===== src/rtl/blank_chop_defs.svh =====
`ifndef BLANK_CHOP_DEFS_SVH
`define BLANK_CHOP_DEFS_SVH
// Register word addresses
`define ADDR_BLANK_CTRL 4'h0
`define ADDR_BLANK_DELAY 4'h1
`define ADDR_AUX_CTRL 4'h2
// Blanking control fields
`define BC_PHR 15
`define BC_PHF 14
`define BC_PLR 13
`define BC_PLF 12
`define BC_FLT_EN 11
`define BC_CL_EN 10
`define BC_SEL_HIGH 5
`define BC_SEL_LOW 4
`define BC_BPHH 3
`define BC_BPHL 2
`define BC_BPLH 1
`define BC_BPLL 0
`define BC_MASK 16'hfc3f
// Delay register fields
`define DLY_MASK 16'h0fff
`define DLY_W 12
// Auxiliary control fields
`define AUX_MASK 16'h0f3f
`define AUX_BSEL_LSB 8
`define AUX_CSEL_LSB 2
`define AUX_CHOP_H 1
`define AUX_CHOP_L 0
`define SEL_W 4
`define SEL_FIRST_RSVD 4'h9
`define REG_RESET 16'h0000
`endif


===== src/rtl/blank_chop_pkg.sv =====
package blank_chop_pkg;
  typedef enum logic [1:0] {
    BLANK_IDLE,
    BLANK_COUNT
  } blank_state_t;
endpackage


===== src/rtl/pwm_blanking_chop_config.sv =====
`timescale 1ns/1ps
`include "blank_chop_defs.svh"
// Function
// - Delay register top four bits read zero and ignore writes.
// - Twelve-bit delay sets blanking length for current-limit and fault inputs.
// - State blanking only when select-high or select-low enable bit set.
// - Four-bit state-blank source select; codes 1001 and above reserved.
// - Chop source select gates enabled PWM outputs on and off.
module pwm_blanking_chop_config #(
  parameter int NSRC = 9
) (
  // Clock and reset
  input wire logic clk_i,
  input wire logic sys_rst_i,
  // Register port
  input wire logic [3:0] addr_i,
  input wire logic [15:0] wdata_i,
  input wire logic wr_i,
  input wire logic rd_i,
  output logic [15:0] rdata_o,
  // PWM generator side
  input wire logic pwm_high_i,
  input wire logic pwm_low_i,
  input wire logic [NSRC-1:0] state_blank_src_i,
  input wire logic [NSRC-1:0] chop_src_i,
  // Protection inputs from pins
  input wire logic cur_limit_i,
  input wire logic fault_i,
  // Outputs
  output logic pwm_high_output_o,
  output logic pwm_low_output_o,
  output logic cur_limit_o,
  output logic fault_o,
  output logic blanking_o
);

  // ==========================================
  // Registers
  logic [15:0] blanking_control_reg_q;
  logic [15:0] delay_q;
  logic [15:0] aux_q;
  logic [15:0] rdata_q;

  function automatic logic pick(input logic [NSRC-1:0] src, input logic [3:0] sel);
    logic r;
    r = 1'b0;
    if (sel < `SEL_FIRST_RSVD && 32'(sel) < NSRC)
    begin
      r = src[sel];
    end
    return r;
  endfunction

  function automatic logic rose(input logic now, input logic prev);
    return now & ~prev;
  endfunction

  function automatic logic fell(input logic now, input logic prev);
    return ~now & prev;
  endfunction

  always_ff @(posedge clk_i)
  begin
    if (sys_rst_i)
    begin
      blanking_control_reg_q <= `REG_RESET;
      delay_q <= `REG_RESET;
      aux_q <= `REG_RESET;
    end
    else if (wr_i)
    begin
      case (addr_i)
        `ADDR_BLANK_CTRL: blanking_control_reg_q <= wdata_i & `BC_MASK;
        `ADDR_BLANK_DELAY: delay_q <= wdata_i & `DLY_MASK;
        `ADDR_AUX_CTRL: aux_q <= wdata_i & `AUX_MASK;
        default: ;
      endcase
    end
  end

  always_ff @(posedge clk_i)
  begin
    if (sys_rst_i)
    begin
      rdata_q <= `REG_RESET;
    end
    else if (rd_i)
    begin
      case (addr_i)
        `ADDR_BLANK_CTRL: rdata_q <= blanking_control_reg_q;
        `ADDR_BLANK_DELAY: rdata_q <= delay_q;
        `ADDR_AUX_CTRL: rdata_q <= aux_q;
        default: rdata_q <= `REG_RESET;
      endcase
    end
    else
    begin
      rdata_q <= `REG_RESET;
    end
  end
  assign rdata_o = rdata_q;

  // ==========================================
  // Input synchronisers
  logic [1:0] cl_s, flt_s;
  always_ff @(posedge clk_i)
  begin
    if (sys_rst_i)
    begin
      cl_s <= 2'h0;
      flt_s <= 2'h0;
    end
    else
    begin
      cl_s <= {cl_s[0], cur_limit_i};
      flt_s <= {flt_s[0], fault_i};
    end
  end

  // ==========================================
  // Leading-edge blanking counter
  logic pwm_high_q, pwm_low_q, edge_hit;
  logic [`DLY_W-1:0] blank_delay_count;
  logic [`DLY_W-1:0] cnt_q;
  blank_chop_pkg::blank_state_t state_q;
  assign blank_delay_count = delay_q[`DLY_W-1:0];
  assign edge_hit = (blanking_control_reg_q[`BC_PHR] & rose(pwm_high_i, pwm_high_q))
                  | (blanking_control_reg_q[`BC_PHF] & fell(pwm_high_i, pwm_high_q))
                  | (blanking_control_reg_q[`BC_PLR] & rose(pwm_low_i, pwm_low_q))
                  | (blanking_control_reg_q[`BC_PLF] & fell(pwm_low_i, pwm_low_q));

  always_ff @(posedge clk_i)
  begin
    if (sys_rst_i)
    begin
      pwm_high_q <= 1'b0;
      pwm_low_q <= 1'b0;
      cnt_q <= '0;
      state_q <= blank_chop_pkg::BLANK_IDLE;
    end
    else
    begin
      pwm_high_q <= pwm_high_i;
      pwm_low_q <= pwm_low_i;
      case (state_q)
        blank_chop_pkg::BLANK_IDLE:
        begin
          if (edge_hit && blank_delay_count != '0)
          begin
            cnt_q <= '0;
            state_q <= blank_chop_pkg::BLANK_COUNT;
          end
        end
        blank_chop_pkg::BLANK_COUNT:
        begin
          if (edge_hit && blank_delay_count != '0)
          begin
            cnt_q <= '0;
          end
          else if (cnt_q + `DLY_W'(1) >= blank_delay_count)
          begin
            state_q <= blank_chop_pkg::BLANK_IDLE;
          end
          else
          begin
            cnt_q <= cnt_q + `DLY_W'(1);
          end
        end
        default: state_q <= blank_chop_pkg::BLANK_IDLE;
      endcase
    end
  end

  // ==========================================
  // Blanking combination
  logic leb_active, sb_sig, state_blank, out_blank, cl_blank, flt_blank;
  assign leb_active = (state_q == blank_chop_pkg::BLANK_COUNT);
  assign sb_sig = pick(state_blank_src_i, aux_q[`AUX_BSEL_LSB +: `SEL_W]);
  assign state_blank = (blanking_control_reg_q[`BC_SEL_HIGH] & sb_sig)
                     | (blanking_control_reg_q[`BC_SEL_LOW] & ~sb_sig);
  assign out_blank = (blanking_control_reg_q[`BC_BPHH] & pwm_high_i)
                   | (blanking_control_reg_q[`BC_BPHL] & ~pwm_high_i)
                   | (blanking_control_reg_q[`BC_BPLH] & pwm_low_i)
                   | (blanking_control_reg_q[`BC_BPLL] & ~pwm_low_i);
  assign cl_blank = (leb_active & blanking_control_reg_q[`BC_CL_EN]) | state_blank | out_blank;
  assign flt_blank = (leb_active & blanking_control_reg_q[`BC_FLT_EN]) | state_blank | out_blank;

  // ==========================================
  // Protection outputs
  always_ff @(posedge clk_i)
  begin
    if (sys_rst_i)
    begin
      cur_limit_o <= 1'b0;
      fault_o <= 1'b0;
      blanking_o <= 1'b0;
    end
    else
    begin
      cur_limit_o <= cl_s[1] & ~cl_blank;
      fault_o <= flt_s[1] & ~flt_blank;
      blanking_o <= leb_active | state_blank;
    end
  end

  // ==========================================
  // Chopped PWM outputs
  logic chop_sig;
  assign chop_sig = pick(chop_src_i, aux_q[`AUX_CSEL_LSB +: `SEL_W]);

  always_ff @(posedge clk_i)
  begin
    if (sys_rst_i)
    begin
      pwm_high_output_o <= 1'b0;
      pwm_low_output_o <= 1'b0;
    end
    else
    begin
      pwm_high_output_o <= pwm_high_i & (~aux_q[`AUX_CHOP_H] | chop_sig);
      pwm_low_output_o <= pwm_low_i & (~aux_q[`AUX_CHOP_L] | chop_sig);
    end
  end

endmodule


===== config.mk =====
export PLATFORM = sky130hd
export DESIGN_NAME = pwm_blanking_chop_config
export DESIGN_NICKNAME = d
export VERILOG_FILES = /design/src/rtl/blank_chop_pkg.sv /design/src/rtl/pwm_blanking_chop_config.sv
export VERILOG_INCLUDE_DIRS = /design/src /design/src/rtl
export SDC_FILE = /design/constraint.sdc
export NUM_CORES = 1
export LEC_CHECK = 0
export ABC_AREA = 1
export BUFFER_PORTS_ARGS = -buffer_cell sky130_fd_sc_hd__buf_2
export CELL_PAD_IN_SITES_DETAIL_PLACEMENT = 1
export CELL_PAD_IN_SITES_GLOBAL_PLACEMENT = 1
export CORE_UTILIZATION = 41
export CTS_BUF_LIST = sky130_fd_sc_hd__clkbuf_8
export DETAILED_ROUTE_END_ITERATION = 7
export GPL_TIMING_DRIVEN = 0
export PLACE_DENSITY = 0.85
export SYNTH_ARGS = -nofsm -noshare
export SYNTH_HDL_FRONTEND = slang
export SYNTH_SLANG_ARGS = --single-unit

===== constraint.sdc =====
create_clock -name clk_i -period 2.6 [get_ports clk_i]
set_clock_uncertainty 0.15 [all_clocks]
set_input_delay 0.78 -clock clk_i [delete_from_list [all_inputs] [get_ports clk_i]]
set_output_delay 0.78 -clock clk_i [all_outputs]
set_load 0.1 [all_outputs]

==> results_dict.tcl, run 1 <==
set metrics [dict create \
    first_global_vias 4158 \
    power.switching_mw 0.706 \
    start_kind "register" \
    dieArea_um2 9360 \
    synth_cells 533 \
    r2r-start "cnt_q[1]" \
    wirelength_um 14400 \
    place_congestion 0.891 \
    cts_buffer_depth 2 \
    synth_top_area_share_pct 40.2 \
    avgViaCountPerCell 5.49 \
    dpl.hpwl_um 9030 \
    path_cells "nand2_4 > nor2_4 > buf_4 > xor2_1 > inv_1 > ha_1 > nand2_1 > nor2_1 > nand3_2 > nand3_4 > nand2_4 > buf_6 > nand3_1 > a21oi_1" \
    ir_worst_vdd_mv 0.287 \
    die_h_um 96.8 \
    crit_slowest_cell "dfxtp_4" \
    synthToLayoutAreaGrowth_pct 29.2 \
    syn_area_per_cell_um2 6.91 \
    cellPowerDensity_nw_per_um2 523 \
    switching_share_pct 28.4 \
    status "finished with violations" \
    layout_commonest_cell "nand2_1" \
    layout_min_cycle_time_ns 2.70 \
    antenna_found_initial 0 \
    slew_violations 0 \
    fill_cells 1128 \
    min-delay-start "flt_s[0]" \
    max_freq_mhz 370 \
    cpPeakStageDelay_ns 0.39 \
    via_count 4061 \
    violations "negative setup slack" \
    syn-num-nets 592 \
    synth_ff_type "dfxtp_1" \
    slew_headroom_pct 60.7 \
    fin_nets 686 \
    hold-path-cell-count 2 \
    core_um2 8720 \
    cts_hold_buf 0 \
    ant_nets 0 \
    firstDrtPassIters 4 \
    synth.ff_latch_count 74 \
    cts_tree "built" \
    hold_path.class "reg2reg" \
    final.setup.tns_ns -0.904 \
    power.share.clock_pct 40.8 \
    final_cell_mix "84 x nand2_1, 81 x inv_1, 68 x buf_2" \
    worst_slack_ns -0.0998 \
    n_antenna_cell 0 \
    hold_violations 0 \
    io_buffers 66 \
    finalSetupViolCount 11 \
    cts-root-buf "clkbuf_8" \
    fin_util_pct 54.5 \
    clock_latency_ns 0.36 \
    htree_num_levels 3 \
    async_flop_share_pct 0 \
    critPathRequiredTime_ns 2.67 \
    cts_inserted_buffers 9 \
    path_clk_slew_ns 0.07 \
    ys_top_cells_by_area "dfxtp_1 40%, nand2_1 9.6%, inv_1 8.3%, a21oi_1 6.9%, o21ai_0 6.4%" \
    path_class "reg2reg" \
    synth.distinct_cells 34 \
    die_w_um 96.8 \
    yosysSeqAreaShare_pct 40.2 \
    grt_max_degree 14 \
    worstPathArrival_ns 2.77 \
    r2r_end "cnt_q[1]" \
    syn_area_um2 3680 \
    synth_edf_count 0 \
    end_kind "register" \
    drive_gt1_share_pct 27.2 \
    max_slew.worst_pin.slew_ns 0.590 \
    numClockSinks 74 \
    drtIter0Drc 222 \
    placement_rows 34 \
    crit_top_cell "nand2_4" \
    drt-wirelength-per-cell_um 19.5 \
    pwr-share-comb_pct 12.5 \
    min_to "flt_s[1]" \
    seq_power_share_pct 46.7 \
    r2r.worst_path.cells 14 \
    grt_first_pass_wirelength_um 19900 \
    yosysTopAreaCell "dfxtp_1" \
    overflow 0 \
    p_int_mw 1.78 \
    synth_warnings 0 \
    cp_max_fo 5 \
    grt.total_usage_pct 26.9 \
    fin_crit_sh_pct 104 \
    cap_violations 0 \
    num_io_pins 67 \
    initial_core_util_pct 42.2 \
    rrSetupSlack_ns -0.1 \
    drcViolationCount 0 \
    power_leakage_nw 2.15 \
    dp_slack_ns -0.191 \
]
-- worst max-delay path by stage --
stage / startpoint / endpoint / cells past startpoint
after floorplan: cnt_q[0] / cnt_q[5] / 16
after global placement: cnt_q[0] / cnt_q[5] / 16
after detailed placement: cnt_q[0] / cnt_q[10] / 17
after CTS: cnt_q[0] / cnt_q[10] / 16
after global routing: cnt_q[1] / cnt_q[0] / 15
final: cnt_q[1] / cnt_q[1] / 14
-- layout make-up --
| class | count | area, µm² | area share [%] |
|---|---|---|---|
| multi-input cells | 346 | 1970 | 41.4 |
| inverters | 94 | 353 | 7.42 |
| plain buffers | 20 | 104 | 2.18 |
| flip-flops and latches | 74 | 1510 | 31.8 |
| repair buffers | 82 | 465 | 9.79 |
| clock inverters | 7 | 93.8 | 1.97 |
| well taps | 108 | 135 | 2.84 |
| clock buffers | 9 | 124 | 2.60 |
-- cell usage after synthesis, types with 2 or more instances --
cell type / count
nand2_1: 94
inv_1: 81
dfxtp_1: 74
a21oi_1: 51
nor2_1: 51
o21ai_0: 47
nand3_1: 41
clkbuf_1: 13
ha_1: 13
inv_2: 12
nand4_1: 7
o22ai_1: 7
nor3_1: 6
nand2_2: 5
nor2_2: 3
nor2_4: 3
buf_2: 2
buf_4: 2
buf_6: 2
o2111ai_1: 2
o211ai_1: 2
o221ai_1: 2
xor2_1: 2
-- registers in the layout, summed over array words and instances, names as in the netlist, 2 cells and up --
| signal | count |
|---|---|
| aux_q | 10 |
| blanking_control_reg_q | 12 |
| cl_s | 2 |
| cnt_q | 12 |
| delay_q | 12 |
| flt_s | 2 |
| rdata_o | 16 |
-- layer usage --
layer	wire length [µm]	global-route usage, %	vias up
met2	7210	48.2	152
met3	858	6.79	61
met5	0	0	-
met4	716	13.7	0
met1	5640	29.2	1947
li1	-	-	1901
-- through the flow --
stage               cells  total power [mW]  hold WS [ns]  area (µm²)
floorplan             533              1.35         0.238        3680
global placement      707              1.44         0.249        4150
detailed placement    707              1.46         0.252        4150
CTS                   723              2.44         0.265        4380
global route          740              2.55         0.295        4760
finish                740              2.49         0.274        4760
-- kinds of logic after synthesis --
| kind of cell | count (synthesis) | synth area share, % |
|---|---|---|
| AOI/OAI and AO/OA | 114 | 16.5 |
| xor gates and xnor gates | 3 | 0.714 |
| adders and majority gates | 13 | 4.42 |
| buffers and inverters | 114 | 12.3 |
| DFF | 74 | 40.2 |
| and+or+nand+nor | 215 | 25.8 |
-- repair_timing --
item	4_1_cts	5_1_grt
gates cloned	0	3
pin swaps	0	26
setup endpoints to repair	13	13
resized for setup	6	63
buffers inserted	0	14
-- critical path: cells and delay by family, from the launching register on --
kind | cells | cell delay (ns)
AOI/OAI and AO/OA | 1 | 0.06
xor gates and xnor gates | 1 | 0.16
adders and majority gates | 1 | 0.33
buffers and inverters | 3 | 0.41
DFF | 1 | 0.39
and+or+nand+nor | 8 | 1.07
-- power groups by stage --
stage               clock network, mW  registers, mW  logic [mW]
CTS                              1.01           1.17       0.266
global route                     1.05           1.16       0.334
floorplan                           0           1.22       0.137
global placement                    0           1.19       0.249
finish                           1.02           1.16       0.311
detailed placement                  0           1.19       0.262
Note: power is estimated with default switching activity, not from simulation.
==> run 2: changes to the inputs <==
--- a/config.mk
+++ b/config.mk
@@ -6,11 +6,10 @@
 export SDC_FILE = /design/constraint.sdc
 export NUM_CORES = 1
 export LEC_CHECK = 0
-export ABC_AREA = 1
 export BUFFER_PORTS_ARGS = -buffer_cell sky130_fd_sc_hd__buf_2
 export CELL_PAD_IN_SITES_DETAIL_PLACEMENT = 1
 export CELL_PAD_IN_SITES_GLOBAL_PLACEMENT = 1
-export CORE_UTILIZATION = 41
+export CORE_UTILIZATION = 42
 export CTS_BUF_LIST = sky130_fd_sc_hd__clkbuf_8
 export DETAILED_ROUTE_END_ITERATION = 7
 export GPL_TIMING_DRIVEN = 0
==> results_dict.tcl, run 2 <==
set metrics [dict create \
    placed_cells 560 \
    critPathRequiredTime_ns 2.67 \
    placement_rows 32 \
    synth_cells 393 \
    fin_crit_sh_pct 122 \
    hold_path.class "reg2reg" \
    synth_edf_count 0 \
    use_met1_pct 34.7 \
    ant_nets 0 \
    synth_warnings 0 \
    ir_worst_vdd_mv 0.288 \
    synth.distinct_cells 42 \
    path_clk_slew_ns 0.09 \
    dp_slack_ns -0.582 \
    cts_inserted_buffers 9 \
    die_w_um 91.0 \
    firstDrtPassIters 5 \
    end_kind "register" \
    worstPathArrival_ns 3.25 \
    synth.ff_latch_count 74 \
    rsz0062_at_grt "true" \
    n_antenna_cell 0 \
    cts_tree "built" \
    synthToLayoutAreaGrowth_pct 28.7 \
    grt_max_degree 14 \
    fin_nets 542 \
    avgViaCountPerCell 5.85 \
    slew_headroom_pct 42.2 \
    drtIter0Drc 266 \
    wirelength_um 11800 \
    fin_util_pct 55.8 \
    power_leakage_nw 1.70 \
    synthTopCellsByCount "74 x dfxtp_1, 74 x nand2_1, 52 x a21oi_1" \
    r2r.worst_path.cells 11 \
    fill_cells 947 \
    r2r_end "cnt_q[10]" \
    final_area_um2 4290 \
    io_buffers 65 \
    max_freq_mhz 315 \
    synth_top_area_share_pct 44.5 \
    num_io_pins 67 \
    hold_violations 0 \
    cellPowerDensity_nw_per_um2 499 \
    dieArea_um2 8290 \
    synth_ff_type "dfxtp_1" \
    clock_latency_ns 0.36 \
    largest_reg_flops 16 \
    first_global_vias 3442 \
    hold-path-cell-count 2 \
    start_kind "register" \
    numClockSinks 74 \
    via_count 3452 \
    final.setup.tns_ns -6.60 \
    drcViolationCount 0 \
    rrSetupSlack_ns -0.58 \
    grt_use_met3_pct 4.69 \
    core_um2 7690 \
    ys_top_cells_by_area "dfxtp_1 44%, nand2_1 8.3%, a21oi_1 7.8%, ha_1 4.9%, nand3_1 2.9%" \
    min-delay-start "flt_s[1]" \
    grt.total_usage_pct 27.5 \
    syn_area_per_cell_um2 8.47 \
    status "finished with violations" \
    min_to "fault_o" \
    cts_hold_buf 0 \
    r2r-start "cnt_q[6]" \
    max_slew.worst_pin.slew_ns 0.859 \
    drt-wirelength-per-cell_um 20.1 \
    dpl.hpwl_um 7740 \
    post_dp_cell_area_um2 3840 \
    cap_violations 0 \
    cts_buffer_depth 2 \
    violations "negative setup slack" \
    worst_slack_ns -0.577 \
    place_congestion 0.801 \
    instances_no_fill 590 \
    die_h_um 91.0 \
    initial_core_util_pct 43.3 \
    path_class "reg2reg" \
    layout_min_cycle_time_ns 3.18 \
    finalPower_mw 2.14 \
    slew_violations 0 \
    finalSetupViolCount 13 \
    yosysTopAreaCell "dfxtp_1" \
    final_cell_mix "72 x nand2_1, 67 x buf_2, 67 x dfxtp_1" \
    grt_busiest_layer "met2" \
    syn_area_um2 3330 \
    grt_use_met2_pct 47.4 \
    syn-num-nets 452 \
    cts-root-buf "clkbuf_8" \
    whs_ns 0.308 \
    overflow 0 \
    async_flop_share_pct 0 \
    cp_max_fo 8 \
    grt_first_pass_wirelength_um 17700 \
    drive_gt1_share_pct 27.7 \
    yosysSeqAreaShare_pct 44.5 \
    htree_num_levels 3 \
    antenna_found_initial 0 \
    layout_commonest_cell "nand2_1" \
]
-- run 2: cell types whose count changed in the layout (fill, tap and decap cells not counted), moves of 12 or more --
cell / before / now
inv_1: 81 / 15
nand3_1: 35 / 17
nor2_1: 48 / 17
nand2_1: 84 / 72
o21ai_0: 47 / 12
inv_2: 13 / 0
-- run 2: cell families (layout without fill, tap and decap cells) --
kind of cell	count (synthesis)	count (layout)	synth area share, %
multiplexers	6	6	2.93
buffers and inverters	34	129	3.91
AND/OR/NAND/NOR	163	163	24.4
AO/OA/AOI/OAI	93	93	16.7
adder cells (fa/ha/maj)	13	13	4.89
flip-flops	74	74	44.5
XOR/XNOR	10	10	2.63
-- run 2: metal layers --
layer	up-vias	part of all wire (%)
met1	1690	43
met3	35	6.1
met4	0	2.8
met2	150	48
met5	-	0
li1	1577	-
-- run 2: area by class of cell --
type                       instances  area (µm²)  area share (%)
multi-input combinational        285        1890            44.1
sequential                        74        1500            34.9
timing repair buffer              79         437            10.2
tap                              102         128            2.98
clock buffer                       9         124            2.89
buffer                            19         110            2.57
inverter                          15        56.3            1.31
clock inverter                     7        45.0            1.05
-- run 2: where the power goes --
part / switching (mW) / internal, mW
Combinational: 0.119 / 0.0648
Clock: 0.459 / 0.343
Sequential: 0.0104 / 1.14
Total: 0.588 / 1.55
-- run 2: how the worst max path moves through the flow --
stage             start         to  slack (ns)
6_report       cnt_q[6]  cnt_q[10]       -0.58
5_1_grt        cnt_q[9]  cnt_q[10]       -0.65
4_1_cts        cnt_q[0]  cnt_q[10]       -0.43
3_5_place_dp   cnt_q[0]   cnt_q[9]       -0.58
3_3_place_gp   cnt_q[0]   cnt_q[0]       -0.48
2_1_floorplan  cnt_q[0]  cnt_q[10]       -0.18
-- run 2: what timing repair did --
| action | in CTS | in global routing |
|---|---|---|
| cloned | 2 | 0 |
| resized for setup | 17 | 23 |
| pin swaps | 21 | 5 |
| endpoints found under the setup margin | 13 | 13 |
| buffers inserted | 7 | 5 |
-- run 2: critical path, cell delays in order (launching register included) --
cell,delay (ns)
dfxtp_2,0.48
nand4_1,0.19
inv_1,0.23
nand2_4,0.09
xnor2_2,0.15
ha_1,0.34
and4_1,0.23
a221o_2,0.49
buf_8,0.17
clkbuf_16,0.16
o31ai_4,0.25
a21oi_1,0.12
==> run 3: changes to the inputs <==
--- a/config.mk
+++ b/config.mk
@@ -14,6 +14,7 @@
 export DETAILED_ROUTE_END_ITERATION = 7
 export GPL_TIMING_DRIVEN = 0
 export PLACE_DENSITY = 0.85
+export RECOVER_POWER = 25
 export SYNTH_ARGS = -nofsm -noshare
 export SYNTH_HDL_FRONTEND = slang
 export SYNTH_SLANG_ARGS = --single-unit
==> results_dict.tcl, run 3 (synthesis results as in run 2) <==
set metrics [dict create \
    overflow 0 \
    ir_worst_vdd_mv 0.287 \
    hold_path.class "reg2reg" \
    rrSetupSlack_ns -0.58 \
    drtIter0Drc 274 \
    slew_headroom_pct 41.6 \
    violations "negative setup slack" \
    start_kind "register" \
    io_buffers 65 \
    die_h_um 91.0 \
    clock_latency_ns 0.36 \
    ant_nets 0 \
    cts_inserted_buffers 9 \
    initial_core_util_pct 43.3 \
    grt_first_pass_wirelength_um 17700 \
    crit_start "cnt_q[6]" \
    rsz0062_at_grt "true" \
    dpl.hpwl_um 7740 \
    power_leakage_nw 1.69 \
    via_count 3461 \
    drt-wirelength-per-cell_um 20.1 \
    fin_crit_sh_pct 122 \
    status "finished with violations" \
    layout_min_cycle_time_ns 3.18 \
    finalSetupViolCount 13 \
    finalPower_mw 2.14 \
    r2r_end "cnt_q[10]" \
    final_area_um2 4290 \
    path_class "reg2reg" \
    synthToLayoutAreaGrowth_pct 28.7 \
    final_cell_mix "72 x nand2_1, 67 x dfxtp_1, 57 x buf_2" \
    path_cells "nand4_1 > inv_1 > nand2_4 > xnor2_2 > ha_1 > and4_1 > a221o_2 > buf_8 > clkbuf_16 > o31ai_4 > a21oi_1" \
    path_clk_slew_ns 0.08 \
    critPathRequiredTime_ns 2.67 \
    place_congestion 0.801 \
    cts_buffer_depth 2 \
    cap_violations 0 \
    htree_num_levels 3 \
    numClockSinks 74 \
    use_met1_pct 34.7 \
    grt_use_met3_pct 4.69 \
    grt.total_usage_pct 27.5 \
    cp_max_fo 8 \
    post_dp_cell_area_um2 3840 \
    grt_busiest_layer "met2" \
    cellPowerDensity_nw_per_um2 499 \
    die_w_um 91.0 \
    core_um2 7690 \
    hold_violations 0 \
    cpPeakStageDelay_ns 0.49 \
    firstDrtPassIters 5 \
    worstPathArrival_ns 3.25 \
    grt_use_met2_pct 47.4 \
    avgViaCountPerCell 5.87 \
    fin_nets 542 \
    crit_slowest_cell "a221o_2" \
    cts_tree "built" \
    endpoint "cnt_q[10]" \
    drcViolationCount 0 \
    placement_rows 32 \
    drive_gt1_share_pct 27.5 \
    n_antenna_cell 0 \
    wirelength_um 11800 \
    cts-root-buf "clkbuf_8" \
    max_freq_mhz 315 \
    largest_reg_flops 16 \
    worst_slack_ns -0.578 \
    layout_commonest_cell "nand2_1" \
    grt_max_degree 14 \
    first_global_vias 3442 \
    max_slew.worst_pin.slew_ns 0.868 \
    slew_violations 0 \
    r2r-start "cnt_q[6]" \
    dieArea_um2 8290 \
    antenna_found_initial 0 \
    r2r.worst_path.cells 11 \
    end_kind "register" \
    num_io_pins 67 \
]
==> run 3: metrics by stage <==
| stage | TNS, ns | utilization (%) | worst slack, ns | hold slack, ns | std cells |
|---|---|---|---|---|---|
| floorplan | -1.68 | - | -0.177 | 0.262 | 393 |
| global placement | -5.67 | 49.9 | -0.477 | 0.281 | 560 |
| detailed placement | -8.13 | 49.9 | -0.582 | 0.289 | 560 |
| CTS | -5.10 | 54.1 | -0.431 | 0.313 | 585 |
| global route | -7.74 | 55.7 | -0.648 | 0.333 | 590 |
| finish | -6.59 | 55.7 | -0.578 | 0.307 | 590 |
==> run 3: power by group <==
group	total (mW)	internal, mW	switching, mW
combinational	0.184	0.0646	0.119
sequential	1.15	1.14	0.0104
clock	0.801	0.343	0.458
==> run 3: area by class of cell <==
class	count	area, µm²
Buffer	19	110
Clock buffer	9	124
Clock inverter	7	45.0
Fill cell	948	3400
Inverter	15	56.3
Multi-Input combinational cell	285	1890
Sequential cell	74	1500
Tap cell	102	128
Timing Repair Buffer	79	435
==> run 3: timing repair <==
| item | 4_1_cts | 5_1_grt |
|---|---|---|
| cloned | 2 | 0 |
| gates resized for setup | 17 | 23 |
| endpoints found under the setup margin | 13 | 13 |
| hold buffers | 0 | 0 |
| buffers inserted | 7 | 5 |
| pin swaps | 21 | 5 |
==> run 3: layer usage <==
| metal | routed length [µm] | vias up |
|---|---|---|
| li1 | - | 1579 |
| met1 | 5100 | 1693 |
| met2 | 5740 | 153 |
| met3 | 663 | 36 |
| met4 | 340 | 0 |
| met5 | 0 | - |
==> run 3: worst min path at each step <==
stage,start,endpoint,slack [ns],cells after the start
detailed placement,flt_s[1],fault_o,0.29,2
global route,cl_s[0],cl_s[1],0.33,1
global placement,cl_s[0],cl_s[1],0.28,1
CTS,flt_s[1],fault_o,0.31,2
floorplan,cl_s[1],cur_limit_o,0.26,2
finish,flt_s[1],fault_o,0.31,2
==> run 3: critical path, delay by kind of cell, from the launching register on <==
| family | cells | cell delay [ns] |
|---|---|---|
| AO/OA/AOI/OAI | 3 | 0.86 |
| buffers and inverters | 3 | 0.56 |
| AND/OR/NAND/NOR | 3 | 0.51 |
| flip-flops | 1 | 0.48 |
| adder cells (fa/ha/maj) | 1 | 0.34 |
| XOR/XNOR | 1 | 0.15 |
